File: src/mpfc_pkg.sv
// package: register map, field layout and types of the modem pin config block
package mpfc_pkg;

  // =====================================================================
  // register indices (byte address is four times the index)
  localparam logic [7:0] IDX_CD_CFG   = 8'h2A;
  localparam logic [7:0] IDX_RI_CFG   = 8'h2B;
  localparam logic [7:0] IDX_DTR_CFG  = 8'h2C;
  localparam logic [7:0] IDX_DSR_CFG  = 8'h2D;
  localparam logic [7:0] IDX_OUT_VAL  = 8'h40;
  localparam logic [7:0] IDX_IN_LVL   = 8'h41;

  // =====================================================================
  // pin slots, shared by config array and pin vectors
  localparam int SLOT_CD  = 0;
  localparam int SLOT_RI  = 1;
  localparam int SLOT_DTR = 2;
  localparam int SLOT_DSR = 3;
  localparam int NUM_PINS = 4;

  // =====================================================================
  // field layout of a pin setting register
  localparam int POS_PULL_UP = 7;
  localparam int POS_PULL_DN = 6;
  localparam logic [7:0] MASK_FUNC2 = 8'hC3;   // two-bit function field
  localparam logic [7:0] MASK_FUNC3 = 8'hC7;   // three-bit function field
  localparam logic [7:0] CFG_RESET  = 8'h00;
  localparam logic [3:0] OUT_RESET  = 4'h0;

  // function codes
  localparam logic [2:0] FN_IN       = 3'h0;
  localparam logic [2:0] FN_OD       = 3'h1;
  localparam logic [2:0] FN_PP       = 3'h2;
  localparam logic [2:0] FN_MODEM_OD = 3'h3;
  localparam logic [2:0] FN_MODEM_PP = 3'h4;

  // =====================================================================
  // types
  typedef logic [NUM_PINS-1:0][7:0] mpfc_cfg_arr_t;

  typedef struct packed {
    logic [NUM_PINS-1:0] o;       // level to drive
    logic [NUM_PINS-1:0] oe_n;    // low while driving
    logic [NUM_PINS-1:0] pull_up;
    logic [NUM_PINS-1:0] pull_dn;
  } mpfc_pins_t;

  typedef struct packed {
    logic                loaded;
    mpfc_cfg_arr_t       cfg;
    logic [NUM_PINS-1:0] out_val;
    logic [NUM_PINS-1:0] sync1;
    logic [NUM_PINS-1:0] sync2;
    logic                pready;
    logic [31:0]         prdata;
    logic                pslverr;
    mpfc_pins_t          pins;
  } mpfc_state_t;

endpackage

File: src/mpfc_top.sv
// modem pin function configuration: APB register file and pin drive logic
// Behaviour
// - bit 7 turns on the pull-up only while the pin is an input.
// - bit 6 turns on the pull-down only for an input without pull-up.
// - carrier detect field: 00 input, 01 open drain, 10 push-pull.
// - ring/wake field: 00 input, 01 open drain, 10 push-pull.
// - terminal ready field adds 011 open-drain and 100 push-pull modem.
// - set ready field: 00 input, 01 open drain, 10 push-pull.
//
// The APB register port was decided locally.
`timescale 1ns/1ps

module mpfc_top #(
  parameter int ADDR_W = 12
) (
  input  wire logic                  pclk,
  input  wire logic                  presetn,
  input  wire logic                  psel,
  input  wire logic                  penable,
  input  wire logic                  pwrite,
  input  wire logic [ADDR_W-1:0]     paddr,
  input  wire logic [31:0]           pwdata,
  output logic                       pready,
  output logic [31:0]                prdata,
  output logic                       pslverr,
  input  wire mpfc_pkg::mpfc_cfg_arr_t otp_cfg,
  input  wire logic                  modem_terminal_ready,
  input  wire logic [3:0]            pin_in,
  output logic [3:0]                 pin_o,
  output logic [3:0]                 pin_oe_n,
  output logic [3:0]                 pull_up_en,
  output logic [3:0]                 pull_down_en
);

  // =====================================================================
  // elaboration check
  // decode reads bits 9:2 and checks that every bit above them is zero
  if (ADDR_W < 11)
  begin : g_bad_addr
    $error("mpfc_top: ADDR_W must be at least 11");
  end

  // =====================================================================
  // state
  mpfc_pkg::mpfc_state_t s;
  mpfc_pkg::mpfc_state_t next_s;

  logic       setup_ph;
  logic       wr_acc;
  logic [7:0] idx;
  logic       aligned;

  // bus phase decode
  assign setup_ph = psel && !penable;
  assign wr_acc   = psel && penable && pwrite;
  assign idx      = paddr[9:2];
  assign aligned  = (paddr[1:0] == 2'b00) && (paddr[ADDR_W-1:10] == '0);

  // field mask per slot; reserved bits are dropped and read back as zero
  function automatic logic [7:0] slot_mask(input int slot);
    slot_mask = (slot == mpfc_pkg::SLOT_DTR) ? mpfc_pkg::MASK_FUNC3
                                             : mpfc_pkg::MASK_FUNC2;
  endfunction

  // =====================================================================
  // next state
  always_comb
  begin
    logic [2:0] fn;
    logic       hit;
    logic       drv;
    int         slot;
    fn     = mpfc_pkg::FN_IN;
    drv    = 1'b0;
    hit    = 1'b0;
    slot   = 0;
    next_s = s;

    // two-flop synchroniser on the pad inputs
    next_s.sync1  = pin_in;
    next_s.sync2  = s.sync1;
    next_s.pready = 1'b1;   // zero wait states

    // one-shot OTP load in the first cycle after reset
    if (!s.loaded)
    begin
      next_s.loaded = 1'b1;
      for (int i = 0; i < mpfc_pkg::NUM_PINS; i++)
      begin
        next_s.cfg[i] = otp_cfg[i] & slot_mask(i);
      end
    end

    // address decode for the settings block
    if (idx >= mpfc_pkg::IDX_CD_CFG && idx <= mpfc_pkg::IDX_DSR_CFG)
    begin
      hit  = 1'b1;
      slot = int'(idx - mpfc_pkg::IDX_CD_CFG);
    end

    // read data and error answer are prepared in the setup cycle
    if (setup_ph)
    begin
      next_s.prdata  = 32'h0000_0000;
      next_s.pslverr = 1'b0;
      if (aligned && hit)
        next_s.prdata = {24'h00_0000, s.cfg[slot]};
      else if (aligned && idx == mpfc_pkg::IDX_OUT_VAL)
        next_s.prdata = {28'h000_0000, s.out_val};
      else if (aligned && idx == mpfc_pkg::IDX_IN_LVL && !pwrite)
        next_s.prdata = {28'h000_0000, s.sync2};
      else
        next_s.pslverr = 1'b1;
    end

    // writes land at the access edge; a bus write beats the OTP load
    if (wr_acc && aligned && hit)
      next_s.cfg[slot] = pwdata[7:0] & slot_mask(slot);
    else if (wr_acc && aligned && idx == mpfc_pkg::IDX_OUT_VAL)
      next_s.out_val = pwdata[3:0];

    // pin drive follows the new settings at the same edge as the write
    for (int i = 0; i < mpfc_pkg::NUM_PINS; i++)
    begin
      if (i == mpfc_pkg::SLOT_DTR)
        fn = next_s.cfg[i][2:0];
      // code 11 on a two-bit pin must not reach the modem branches
      else if (next_s.cfg[i][1:0] == 2'b11)
        fn = 3'h7;
      else
        fn = {1'b0, next_s.cfg[i][1:0]};
      next_s.pins.o[i]    = 1'b1;
      next_s.pins.oe_n[i] = 1'b1;
      // invalid codes fall back to input, the safe choice for a pad
      unique case (fn)
        mpfc_pkg::FN_OD:
        begin
          next_s.pins.o[i]    = 1'b0;
          next_s.pins.oe_n[i] = next_s.out_val[i];
        end
        mpfc_pkg::FN_PP:
        begin
          next_s.pins.o[i]    = next_s.out_val[i];
          next_s.pins.oe_n[i] = 1'b0;
        end
        mpfc_pkg::FN_MODEM_OD:
        begin
          next_s.pins.o[i]    = 1'b0;
          next_s.pins.oe_n[i] = modem_terminal_ready;
        end
        mpfc_pkg::FN_MODEM_PP:
        begin
          next_s.pins.o[i]    = modem_terminal_ready;
          next_s.pins.oe_n[i] = 1'b0;
        end
        default:
        begin
          next_s.pins.o[i]    = 1'b1;
          next_s.pins.oe_n[i] = 1'b1;
        end
      endcase
      // pulls follow the function, not oe_n: a released open drain
      // output is still an output and keeps its pulls off
      drv = fn inside {mpfc_pkg::FN_OD, mpfc_pkg::FN_PP,
                       mpfc_pkg::FN_MODEM_OD, mpfc_pkg::FN_MODEM_PP};
      next_s.pins.pull_up[i] = next_s.cfg[i][mpfc_pkg::POS_PULL_UP]
                               && !drv;
      next_s.pins.pull_dn[i] = next_s.cfg[i][mpfc_pkg::POS_PULL_DN]
                               && !next_s.cfg[i][mpfc_pkg::POS_PULL_UP]
                               && !drv;
    end
  end

  // =====================================================================
  // state register
  always_ff @(posedge pclk or negedge presetn)
  begin
    if (!presetn)
    begin
      s         <= '0;
      s.cfg     <= {mpfc_pkg::NUM_PINS{mpfc_pkg::CFG_RESET}};
      s.out_val <= mpfc_pkg::OUT_RESET;
      s.pins.o    <= 4'hF;
      s.pins.oe_n <= 4'hF;
    end
    else
      s <= next_s;
  end

  // outputs straight from the state flops
  assign pready       = s.pready;
  assign prdata       = s.prdata;
  assign pslverr      = s.pslverr;
  assign pin_o        = s.pins.o;
  assign pin_oe_n     = s.pins.oe_n;
  assign pull_up_en   = s.pins.pull_up;
  assign pull_down_en = s.pins.pull_dn;
endmodule

File: config.mk
export PLATFORM = sky130hd
export DESIGN_NAME = mpfc_top
export DESIGN_NICKNAME = d
export VERILOG_FILES = /design/src/mpfc_pkg.sv /design/src/mpfc_top.sv
export SDC_FILE = /design/constraint.sdc
export NUM_CORES = 1
export LEC_CHECK = 0
export BUFFER_PORTS_ARGS = -buffer_cell sky130_fd_sc_hd__buf_2
export CORE_MARGIN = 2
export CORE_UTILIZATION = 40
export CTS_CLUSTER_DIAMETER = 50
export CTS_CLUSTER_SIZE = 25
export DETAILED_ROUTE_END_ITERATION = 12
export PLACE_DENSITY = 0.66
export SLEW_MARGIN = 20
export SYNTH_ARGS = -nofsm -noshare
export SYNTH_HDL_FRONTEND = slang
export SYNTH_SLANG_ARGS = --single-unit
export TNS_END_PERCENT = 50
File: constraint.sdc
create_clock -name pclk -period 4.1 [get_ports pclk]
set_input_delay 0.82 -clock pclk [delete_from_list [all_inputs] [get_ports pclk]]
set_output_delay 0.82 -clock pclk [all_outputs]
set_load 0.02 [all_outputs]
# --- Yosys cells after proc, flatten, opt, wreduce, memory -nomap -nowiden ---
# Cells that the tools add are included.
classes:
  n_addsub: 1
  magnitude_cmp: 4
  eq_ne: 22
  muxes: 30
  bitwise_logic: 1
  reduce_logical: 49
ops:
  columns: ["cell", "count"]
  rows:
  - ["32-bit two-way mux", 4]
  - ["32-bit bitwise mux", 1]
  - ["32-bit by 3-bit equality test with 1-bit output, second input constant", 1]
  - ["32-bit by 1-bit greater-or-equal comparator with 1-bit output, second input constant", 1]
  - ["32-bit by 4-bit < comparator with 1-bit output, second input constant", 1]
  - ["1-bit logical AND", 25]
  - ["3-bit by 2-bit equality test with 1-bit output, second input constant", 8]
  - ["8-bit two-way mux", 3]
  - ["1-bit case mux with 3 select lines", 8]
  - ["8-bit binary-select mux with 2-bit select", 1]
  - ["8-bit demux with 2-bit select", 1]
  - ["8-bit by 7-bit equality test with 1-bit output, second input constant", 2]
  - ["4-bit two-way mux", 4]
  - ["4-bit nonzero test", 4]
  - ["2-bit OR reduction", 8]
  - ["3-bit by 1-bit equality test with 1-bit output, second input constant", 4]
  - ["3-bit equality test, second input constant", 4]
  - ["3-bit two-way mux", 4]
  - ["1-bit zero test", 10]
  - ["8-bit by 6-bit subtractor with 9-bit output, second input constant", 1]
  - ["8-bit AND", 1]
  - ["8-bit by 6-bit greater-or-equal comparator with 1-bit output, second input constant", 1]
  - ["8-bit by 6-bit less-or-equal comparator with 1-bit output, second input constant", 1]
  - ["2-bit equality test, second input constant", 3]
  - ["other kinds (2)", 6]
word_totals:
  register_bits: 95
  input_bits: 86
  output_inout_bits: 50
  word_cells: 122

# --- Logic depth before layout (Yosys ltp) ---
# Gate-level depths: netlist (run 1).
depth:
  depth_word: 15
  ltp_mapped: 13
  depth_no_buf: 11

# --- Least setup slack after synthesis (run 1) ---
# No wires, ideal clock.
synth_timing:
  path_type: "in2reg"
  from: "in paddr[3]"
  to: "reg s, in the netlist pin_o[3]"
  setup_ps: 82
  arrival_ps: 3278
  required_time_ps: 4018
  slack_ps: 740
  cell_stages: 11
  path_buffers: 2
  cell_sequence: "buf_6 -> inv_1 -> ha_1 -> or4b_4 -> nor4_4 -> nand3_2 -> clkbuf_1 -> a21o_1 -> ha_1 -> and3_1 -> a211o_1"
synth_rtl:
  columns: ["element", "line_no", "text"]
  rows:
  - ["start, declared", "mpfc_top.sv:21", "input wire logic [ADDR_W-1:0] paddr,"]
  - ["end signal, assigned", "mpfc_top.sv:187", "s <= next_s;"]
  - ["end, declared", "mpfc_top.sv:45", "mpfc_pkg::mpfc_state_t s;"]

==> impl_metrics.yaml, run 1 <==
floorplan:
  ios: 136
  coreArea_sq_um: 9770
  die_h_microns: 105
  start_util_pct: 41.4
  die_x_microns: 105
  dieArea_sq_um: 10900
  rows: 36
pwr:
  internal-power_mw: 1.32
  ir_drop_mv: 0.218
  finalPower_mw: 1.79
  p_leak_nw: 2.24
  power.switching_mw: 0.473
  p_clk_share_pct: 41.1
  pwr-share-comb_pct: 15.9
  cellPowerDensity_nw_per_um2: 395
  p_seq_share_pct: 43.0
  switching_share_pct: 26.4
routing:
  route.vias.total: 2995
  ant_nets: 0
  wire_per_inst_microns: 16.5
  drc: 0
  drt_iter0_markers: 155
  via_per_inst: 5.25
  first_pass_iters: 6
  routed_wl_mm: 9.42
sta:
  period_share_pct: 79.2
  min_period_ns: 3.25
  maxSlewHeadroom_pct: 58.6
  fmax_ghz: 0.308
  report.final.setup_viol: 0
  worst_slew_pin_slew_ns: 0.619
  setup_tns_ns: 0
  fin_skew_ns: 0.00827
  rsz0062_at_grt: "false"
  report.final.hold_viol_count: 0
  slew_violations: 0
  worst_slack_ns: 0.853
clocking:
  clockRootBuffer: "clkbuf_8"
  clk_pin_slew_ns: 0.08
  cts_sinks: 70
  cts_setup_buffers: 0
  cts_tree: "built"
  clkLatencyLatePin_ns: 0.34
  ctsLongestPathBuffers: 2
  cts_hold_buf: 0
  htree_levels: 3
  cts_resized: 0
  numCtsBuffers: 9
synth:
  synth.ff_latch_count: 70
  netlist_top_cells_area: "dfrtp_1 (38%), buf_4 (8.9%), dfstp_2 (5.2%)"
  synth_top_area_share_pct: 38.4
  yosysTopAreaCell: "dfrtp_1"
  synth_flop_cell: "dfrtp_1"
  yosysSeqAreaShare_pct: 43.6
  syn_avg_cell_area_sq_um: 10.5
  synth_most_common_cell: "dfrtp_1"
  syn-cell-area_sq_um: 4040
  postSynthCellCount: 384
  synthArstFlopShare_pct: 100
  synth-edff-count: 0
  yosysUniqueCellTypes: 68
  synthTopCellsByCount: "dfrtp_1 (62), buf_4 (48), and3_1 (23), nor2_1 (23), nand2_1 (22)"
  ys_warn_count: 0
cells_and_area:
  area.sequential_sq_um: 1760
  multi_input_area_sq_um: 1890
  drive_gt1_share_pct: 31.5
  areaGrowthSynthToFinish_pct: 12.3
  final_core_util_pct: 46.4
  antenna_cells: 0
  nets: 535
  design_area_sq_um: 4540
  nFillCells: 950
hold_path:
  holdCritPathClass: "reg -> reg"
grt:
  grtUsageTotal_pct: 17.9
  overflow: 0
  antenna_found_initial: 0
  grt_pass1_vias: 2984
  grt_max_degree: 47
  grt_pass1_wl_mm: 15.4
critical_path:
  slowest_stage: "or4_4"
  critical_path.max_stage_delay_ns: 0.67
  worst_setup_path_start_kind: "input port"
  crit_path_end_kind: "register"
  path_max_fanout: 13
  arrival_ns: 3.52
  critPathKind: "in -> reg"
  path_cells: "buf_2, inv_1, ha_1, nor4b_2, nand4_1, or4_4, mux2_2, ha_1, and3_1, a211o_1"
  cp_common_cell: "ha_1"
  required_ns: 4.38
job:
  max_cap_violations: 0
placed_design:
  placed_area_sq_um: 4270
  portBuffers: 70
  pre_cts_ws_ns: 0.523
  globalplace.congestion: 0.880
  dpl.hpwl_mm: 7.12
status:
  status: "complete, no violations"
## cell type report
type                       instances  area share [%]
sequential                        70            38.8
tap                              133            3.67
inverter                          12           0.992
clock inverter                     7            3.20
clock buffer                       9            2.73
timing repair buffer              78            9.04
multi-input combinational        262            41.6
## cell usage in the layout (no fill, tap or decap), drive strengths merged, types with 2 or more instances in the layout
master and n:
dfrtp 62, o2111a 2, bufinv 4, nor3 7, ha 16, and3 23
nor3b 2, dfstp 8, a211oi 2, nand3 4, o22ai 3, mux2 20
nor4 4, a221oi 3, a31oi 4, a222oi 6, and2b 2, a21boi 2
inv 13, o21ai 9, nand2b 8, o2111ai 2, nand4 7, clkbuf 9
conb 25, nand2 22, nor2b 2, or4b 2, and2 4, buf 78
a21o 4, mux2i 6, a21oi 12, or4 3, nor2 24, o211ai 4
a211o 7, a22oi 6, or2 2
## flip-flops by register name, summed over array words and instances, names as in the netlist
| register | count |
|---|---|
| pin_o | 4 |
| pull_up_en | 4 |
| pull_down_en | 4 |
| pready | 1 |
| next_s | 4 |
| prdata | 8 |
| pslverr | 1 |
| s | 40 |
| pin_oe_n | 4 |
## power by group through the flow
| stage | clock network [mW] | registers (mW) | logic [mW] |
|---|---|---|---|
| 6_report | 0.737 | 0.769 | 0.285 |
| 5_1_grt | 0.787 | 0.775 | 0.311 |
| 4_1_cts | 0.753 | 0.769 | 0.287 |
| 3_5_place_dp | 0 | 0.781 | 0.285 |
| 3_3_place_gp | 0 | 0.781 | 0.278 |
| 2_1_floorplan | 0 | 0.776 | 0.232 |
## path summary, 6_finish.rpt
check	from	end	slack (ns)	cells past startpoint
min in group asynchronous	presetn	prdata[7]$_DFFE_PN0P_	0.46	1
worst min-delay path	next_s[53]$_DFF_PN0_	s[53]$_DFF_PN0_	0.35	0
worst min register to register	next_s[53]$_DFF_PN0_	s[53]$_DFF_PN0_	0.35	0
worst max-delay path	paddr[3]	pin_o[1]$_DFF_PN1_	0.85	10
max in group asynchronous	presetn	pull_up_en[0]$_DFF_PN0_	2.64	2
worst max register to register	pready$_DFF_PN0_	pin_o[0]$_DFF_PN1_	1.83	6
## stage by stage
step	hold slack, ns	std cells
after CTS	0.354	571
final	0.350	571
after detailed placement	0.336	555
after global placement	0.336	555
after global routing	0.360	571
after floorplan	0.331	407
## worst max-delay path: cells and delay by family
family                     cells  cell delay (ns)
AOI/OAI and AO/OA              1             0.26
adders and majority gates      2             0.49
buffers and inverters          2             0.21
muxes                          1             0.37
and+or+nand+nor                4             1.36
## metal layers
metal / global-route usage, % / wire, microns
met2: 29.6 / 4760
met1: 23.4 / 4080
met5: 0 / 0
met3: 3.18 / 425
met4: 6.76 / 154
## kinds of logic (layout without fill, tap and decap cells)
logic type	after synthesis	after routing	synth area share, %
and+or+nand+nor	120	120	18.1
AOI/OAI and AO/OA	74	74	14.0
buffers and inverters	75	106	11.9
muxes	26	26	7.15
DFF	70	70	43.6
adders and majority gates	16	16	4.95
other	2	25	0.186
xor gates and xnor gates	1	1	0.217
Note: power is estimated with default switching activity, not from simulation.
==> inputs of run 2 (changes only) <==
--- a/config.mk
+++ b/config.mk
@@ -5,6 +5,7 @@
 export SDC_FILE = /design/constraint.sdc
 export NUM_CORES = 1
 export LEC_CHECK = 0
+export ABC_AREA = 1
 export BUFFER_PORTS_ARGS = -buffer_cell sky130_fd_sc_hd__buf_2
 export CORE_MARGIN = 2
 export CORE_UTILIZATION = 40
==> constraint.sdc (replaced) <==
create_clock -name pclk -period 3.22 [get_ports pclk]
set_input_delay 0.644 -clock pclk [delete_from_list [all_inputs] [get_ports pclk]]
set_output_delay 0.644 -clock pclk [all_outputs]
set_load 0.02 [all_outputs]
==> run 2 against run 1 <==
Against the previous run:
- final cell count up 16%
- worst hold slack worse by 0.0017 ns
- clock power fell by 14%
- setup slack worse by 0.30 ns
- clock-buffer cell count up 2
- non-clock buffer count stayed put
==> impl_metrics.yaml, run 2 <==
status:
  status: "complete, no violations"
critical_path:
  worst_setup_path_start_kind: "input port"
  required_ns: 3.48
  critical_path.max_stage_delay_ns: 0.32
  cp_common_cell: "inv_1"
  worstReg2RegStart: "pready$_DFF_PN0_"
  crit_path_end_kind: "register"
  arrival_ns: 2.92
  path_max_fanout: 9
  reg2reg_slack_ns: 1.28
  slowest_stage: "ha_1"
  path_cells: "buf_2, inv_4, ha_1, nand2_1, inv_1, nor2_1, nand3_2, nor2_8, nand2_2, o21ai_1, inv_1, ha_1, inv_1, o211ai_1"
  r2r-end: "pin_oe_n[0]$_DFF_PN1_"
  rr_worst_depth: 8
  critPathKind: "in -> reg"
pwr:
  cellPowerDensity_nw_per_um2: 443
  p_seq_share_pct: 50.3
  power.switching_mw: 0.576
  internal-power_mw: 1.35
  p_leak_nw: 2.38
  ir_drop_mv: 0.216
  p_clk_share_pct: 33.0
  switching_share_pct: 30.0
  pwr-share-comb_pct: 16.8
routing:
  wire_per_inst_microns: 13.0
  route.vias.total: 3034
  via_per_inst: 4.58
  drc: 0
  routed_wl_mm: 8.61
  first_pass_iters: 4
  drt_iter0_markers: 193
  ant_nets: 0
synth:
  synth-edff-count: 0
  synth_flop_cell: "dfrtp_1"
  yosysUniqueCellTypes: 33
  postSynthCellCount: 470
  yosysTopAreaCell: "dfrtp_1"
  ys_warn_count: 0
  synthArstFlopShare_pct: 100
  synth.ff_latch_count: 70
  synth_most_common_cell: "nand2_1"
  netlist_top_cells_area: "dfrtp_1 (40%), nand2_1 (11%), buf_4 (9.3%)"
  synth_top_area_share_pct: 39.9
  synthTopCellsByCount: "nand2_1 (113), dfrtp_1 (62), inv_1 (57)"
  yosysSeqAreaShare_pct: 45.3
  syn-cell-area_sq_um: 3890
  syn_avg_cell_area_sq_um: 8.27
cells_and_area:
  layout_commonest_cell: "nand2_1"
  largest_reg_flops: 40
  antenna_cells: 0
  final_cell_mix: "nand2_1 (113), buf_2 (70), dfrtp_1 (62), inv_1 (57), nand3_1 (54)"
  drive_gt1_share_pct: 24.3
  nets: 631
  top_register: "s"
  areaGrowthSynthToFinish_pct: 11.6
sta:
  report.final.hold_viol_count: 0
  rsz0062_at_grt: "false"
  report.final.setup_viol: 0
  fin_skew_ns: 0.00997
  worst_slack_ns: 0.557
  period_share_pct: 82.7
  fmax_ghz: 0.375
  maxSlewHeadroom_pct: 41.5
  setup_tns_ns: 0
  min_period_ns: 2.66
  worst_slew_pin_slew_ns: 0.877
  slew_violations: 0
grt:
  grtUsageTotal_pct: 18.0
  antenna_found_initial: 0
  grt_pass1_vias: 3036
  grt_pass1_wl_mm: 14.5
  overflow: 0
  grt_max_degree: 71
placed_design:
  dpl.hpwl_mm: 6.54
  portBuffers: 70
  pre_cts_ws_ns: 0.196
  globalplace.congestion: 0.851
hold_path:
  hold_end: "s[52]$_DFF_PN0_"
  holdCritPathClass: "reg -> reg"
  hold_start: "next_s[52]$_DFF_PN0_"
  hold_depth: 0
clocking:
  cts_sinks: 70
  cts_tree: "built"
  ctsLongestPathBuffers: 2
  clk_pin_slew_ns: 0.07
  clkLatencyLatePin_ns: 0.34
  htree_levels: 3
  clockRootBuffer: "clkbuf_8"
  cts_hold_buf: 0
  cts_setup_buffers: 0
  cts_resized: 0
  numCtsBuffers: 9
job:
  max_cap_violations: 0
floorplan:
  coreArea_sq_um: 9330
  rows: 35
  ios: 136
  die_x_microns: 103
  start_util_pct: 41.7
  dieArea_sq_um: 10500
  die_h_microns: 103
## run 2: cell count changes after synthesis, moves of 9 or more
cell / before / now
nor2_1: 23 / 43
and3_1: 23 / 0
nand3_1: 3 / 54
nand2_1: 22 / 113
a21oi_1: 12 / 3
nand2_2: 0 / 10
inv_1: 9 / 57
mux2_2: 18 / 1
## run 2: per-layer routing
| layer | global-route usage, % | wire length, microns | up-vias |
|---|---|---|---|
| li1 | - | - | 1517 |
| met1 | 22.5 | 3730 | 1419 |
| met2 | 30.9 | 4300 | 88 |
| met3 | 4.07 | 467 | 10 |
| met4 | 5.85 | 119 | 0 |
| met5 | 0 | 0 | - |
## run 2: worst max-delay path: cells and delay by family
kind	cells	cell delay, ns
fa+ha+maj	2	0.57
compound gates	2	0.36
simple gates	5	0.75
buf+inv	5	0.59
## run 2: worst max-delay path by stage
stage,start,end,slack (ns),depth (start not counted)
2_1_floorplan,paddr[3],pull_down_en[0]$_DFF_PN0_,0.60,13
3_3_place_gp,paddr[3],pull_down_en[3]$_DFF_PN0_,0.29,14
3_5_place_dp,paddr[3],pin_oe_n[1]$_DFF_PN1_,0.20,13
4_1_cts,paddr[3],pull_down_en[3]$_DFF_PN0_,0.57,14
5_1_grt,paddr[3],pull_up_en[1]$_DFF_PN0_,0.39,14
6_report,paddr[3],pin_oe_n[1]$_DFF_PN1_,0.56,14
## run 2: cells by family after synthesis
family / after synthesis / share of synthesized area (%)
DFF: 70 / 45.3
AOI/OAI and AO/OA: 23 / 3.41
muxes: 3 / 0.805
adders and majority gates: 16 / 5.15
and+or+nand+nor: 241 / 29.1
buffers and inverters: 115 / 16.0
other: 2 / 0.193
## run 2: cell type report
class	count	area, sq um
repair buffers	78	410
clock inverters	5	36.3
inverters	62	235
flip-flops and latches	70	1760
clock buffers	11	141
multi-input cells	308	1590
fillers	928	4990
well taps	129	161
## run 2: power by group through the flow
stage / Clock (mW) / Sequential [mW] / Combinational (mW)
3_3_place_gp: 0 / 0.982 / 0.317
3_5_place_dp: 0 / 0.982 / 0.325
6_report: 0.634 / 0.966 / 0.322
2_1_floorplan: 0 / 0.980 / 0.263
4_1_cts: 0.654 / 0.966 / 0.327
5_1_grt: 0.695 / 0.971 / 0.361
## run 2: metrics by stage
step | area (sq um) | instances | util (%) | hold WS (ns) | total power [mW]
floorplan | 3970 | 493 | - | 0.331 | 1.24
finish | 4340 | 663 | 46.5 | 0.348 | 1.92
global placement | 4160 | 647 | 44.6 | 0.336 | 1.30
CTS | 4340 | 663 | 46.5 | 0.351 | 1.95
global route | 4340 | 663 | 46.5 | 0.353 | 2.03
detailed placement | 4160 | 647 | 44.6 | 0.335 | 1.31
==> inputs of run 3 (changes only) <==
==> constraint.sdc (replaced) <==
create_clock -name pclk -period 2.7 [get_ports pclk]
set_input_delay 0.54 -clock pclk [delete_from_list [all_inputs] [get_ports pclk]]
set_output_delay 0.54 -clock pclk [all_outputs]
set_load 0.02 [all_outputs]
==> run 3 against run 2 <==
Against the previous run:
- combinational power up 23%
- non-clock buffer count up 7
- core utilization up 1.3 points
- clock-buffer cell count up 1
- power up 32%
- worst hold slack worse by 0.14 ns
- cell area up 2.7%
- sequential share of layout area down 1.1 points
- critical path depth unchanged
- critical path type unchanged
==> impl_metrics.yaml, run 3 (synthesized netlist as in run 2, its figures left out) <==
pwr:
  internal-power_mw: 1.87
  switching_share_pct: 26.6
  finalPower_mw: 2.54
  power.switching_mw: 0.676
  ir_drop_mv: 0.311
  pwr-share-comb_pct: 15.6
  p_clk_share_pct: 39.0
  p_seq_share_pct: 45.4
  p_leak_nw: 2.45
  cellPowerDensity_nw_per_um2: 571
clocking:
  htree_levels: 3
  numCtsBuffers: 9
  clkLatencyLatePin_ns: 0.34
  clk_pin_slew_ns: 0.07
  ctsLongestPathBuffers: 2
  cts_hold_buf: 0
  clockRootBuffer: "clkbuf_8"
  cts_setup_buffers: 0
  cts_resized: 0
  cts_tree: "built"
  cts_sinks: 70
sta:
  timing.hold.ws_ns: 0.212
  report.final.setup_viol: 0
  report.final.hold_viol_count: 0
  maxSlewHeadroom_pct: 57.6
  fmax_ghz: 0.437
  rsz0062_at_grt: "false"
  setup_tns_ns: 0
  slew_violations: 0
  fin_skew_ns: 0.00957
  min_period_ns: 2.29
  period_share_pct: 84.8
  worst_slew_pin_slew_ns: 0.637
placed_design:
  dpl.hpwl_mm: 6.85
  portBuffers: 70
  globalplace.congestion: 0.842
  placed_area_sq_um: 4220
cells_and_area:
  largest_reg_flops: 40
  final_cell_mix: "nand2_1 (113), buf_2 (70), dfrtp_1 (62), inv_1 (57), nand3_1 (54)"
  area.sequential_sq_um: 1760
  layout_commonest_cell: "nand2_1"
  multi_input_area_sq_um: 1590
  areaGrowthSynthToFinish_pct: 14.6
  design_area_sq_um: 4450
  final_core_util_pct: 47.8
  top_register: "s"
  nets: 638
  drive_gt1_share_pct: 25.0
  antenna_cells: 0
  nFillCells: 924
critical_path:
  crit_buf_inv: 5
  crit_path_end_kind: "register"
  arrival_ns: 2.56
  path_max_fanout: 6
  slowest_stage: "ha_1"
  reg2reg_slack_ns: 0.75
  crit_family: "simple AND/OR/NAND/NOR gates"
  critical_path.max_stage_delay_ns: 0.29
  required_ns: 2.97
  cp_common_cell: "inv_1"
  path_cells: "buf_2, inv_4, ha_1, nand2_1, inv_1, nor2_1, nand3_2, nor2_8, nand2_2, o21ai_1, inv_1, ha_1, inv_1, nor3_2"
  critPathKind: "in -> reg"
  worst_setup_path_start_kind: "input port"
grt:
  overflow: 0
  grt_pass1_wl_mm: 14.6
  grt_pass1_vias: 3131
  antenna_found_initial: 0
  grtUsageTotal_pct: 18.2
  grt_max_degree: 45
floorplan:
  ios: 136
  die_x_microns: 103
  coreArea_sq_um: 9330
  start_util_pct: 41.7
  dieArea_sq_um: 10500
  die_h_microns: 103
  rows: 35
hold_path:
  holdCritPathClass: "in -> async"
routing:
  route.vias.total: 3087
  routed_wl_mm: 8.89
  drc: 0
  first_pass_iters: 4
  wire_per_inst_microns: 13.3
  ant_nets: 0
  drt_iter0_markers: 109
  via_per_inst: 4.61
status:
  status: "complete, no violations"
job:
  max_cap_violations: 0
[run 3: path summary, 6_finish.rpt]
path | depth (start not counted) | to | startpoint
setup / recovery | 14 | pull_down_en[3]$_DFF_PN0_ | paddr[3]
hold / removal | 1 | pready$_DFF_PN0_ | presetn
setup reg to reg | 8 | pin_oe_n[0]$_DFF_PN1_ | pready$_DFF_PN0_
hold reg to reg | 0 | s[53]$_DFF_PN0_ | next_s[53]$_DFF_PN0_
max in group asynchronous | 2 | pin_o[1]$_DFF_PN1_ | presetn
min in group pclk | 1 | next_s[50]$_DFF_PN0_ | pin_in[0]
[run 3: power by group through the flow]
| stage | clock network [mW] | logic (mW) | registers, mW |
|---|---|---|---|
| after floorplan | 0 | 0.313 | 1.17 |
| after global placement | 0 | 0.386 | 1.17 |
| after detailed placement | 0 | 0.398 | 1.17 |
| after CTS | 1.01 | 0.400 | 1.15 |
| after global routing | 1.06 | 0.441 | 1.16 |
| final | 0.993 | 0.397 | 1.15 |
[run 3: worst register-to-register path, stage by stage (launching register included)]
cell and delay (ns):
dfrtp_1 0.38, inv_1 0.40, nand2_1 0.14, nand3_1 0.11
o21ai_0 0.09, buf_4 0.15, ha_1 0.28, inv_1 0.18
o211ai_1 0.14
[run 3: routing by layer]
metal  vias to the layer above  track usage, %  share of wire, %
met5                         -               0                 0
li1                       1523               -                 -
met4                         0            6.56               1.7
met3                        15            3.32               5.7
met2                       104            31.6                50
met1                      1445            22.6                43
[run 3: final cells by class]
cell class	count	area share, %
clock buffer	12	3.03
sequential	70	39.6
inverter	62	5.28
multi-input combinational	308	35.7
timing repair buffer	85	10.7
clock inverter	4	2.13
tap	129	3.62
[run 3: stage by stage]
| step | instances | setup WS [ns] |
|---|---|---|
| 2_1_floorplan | 493 | 0.184 |
| 3_3_place_gp | 654 | 0.116 |
| 3_5_place_dp | 654 | 0.0673 |
| 4_1_cts | 670 | 0.410 |
| 5_1_grt | 670 | 0.149 |
| 6_report | 670 | 0.410 |
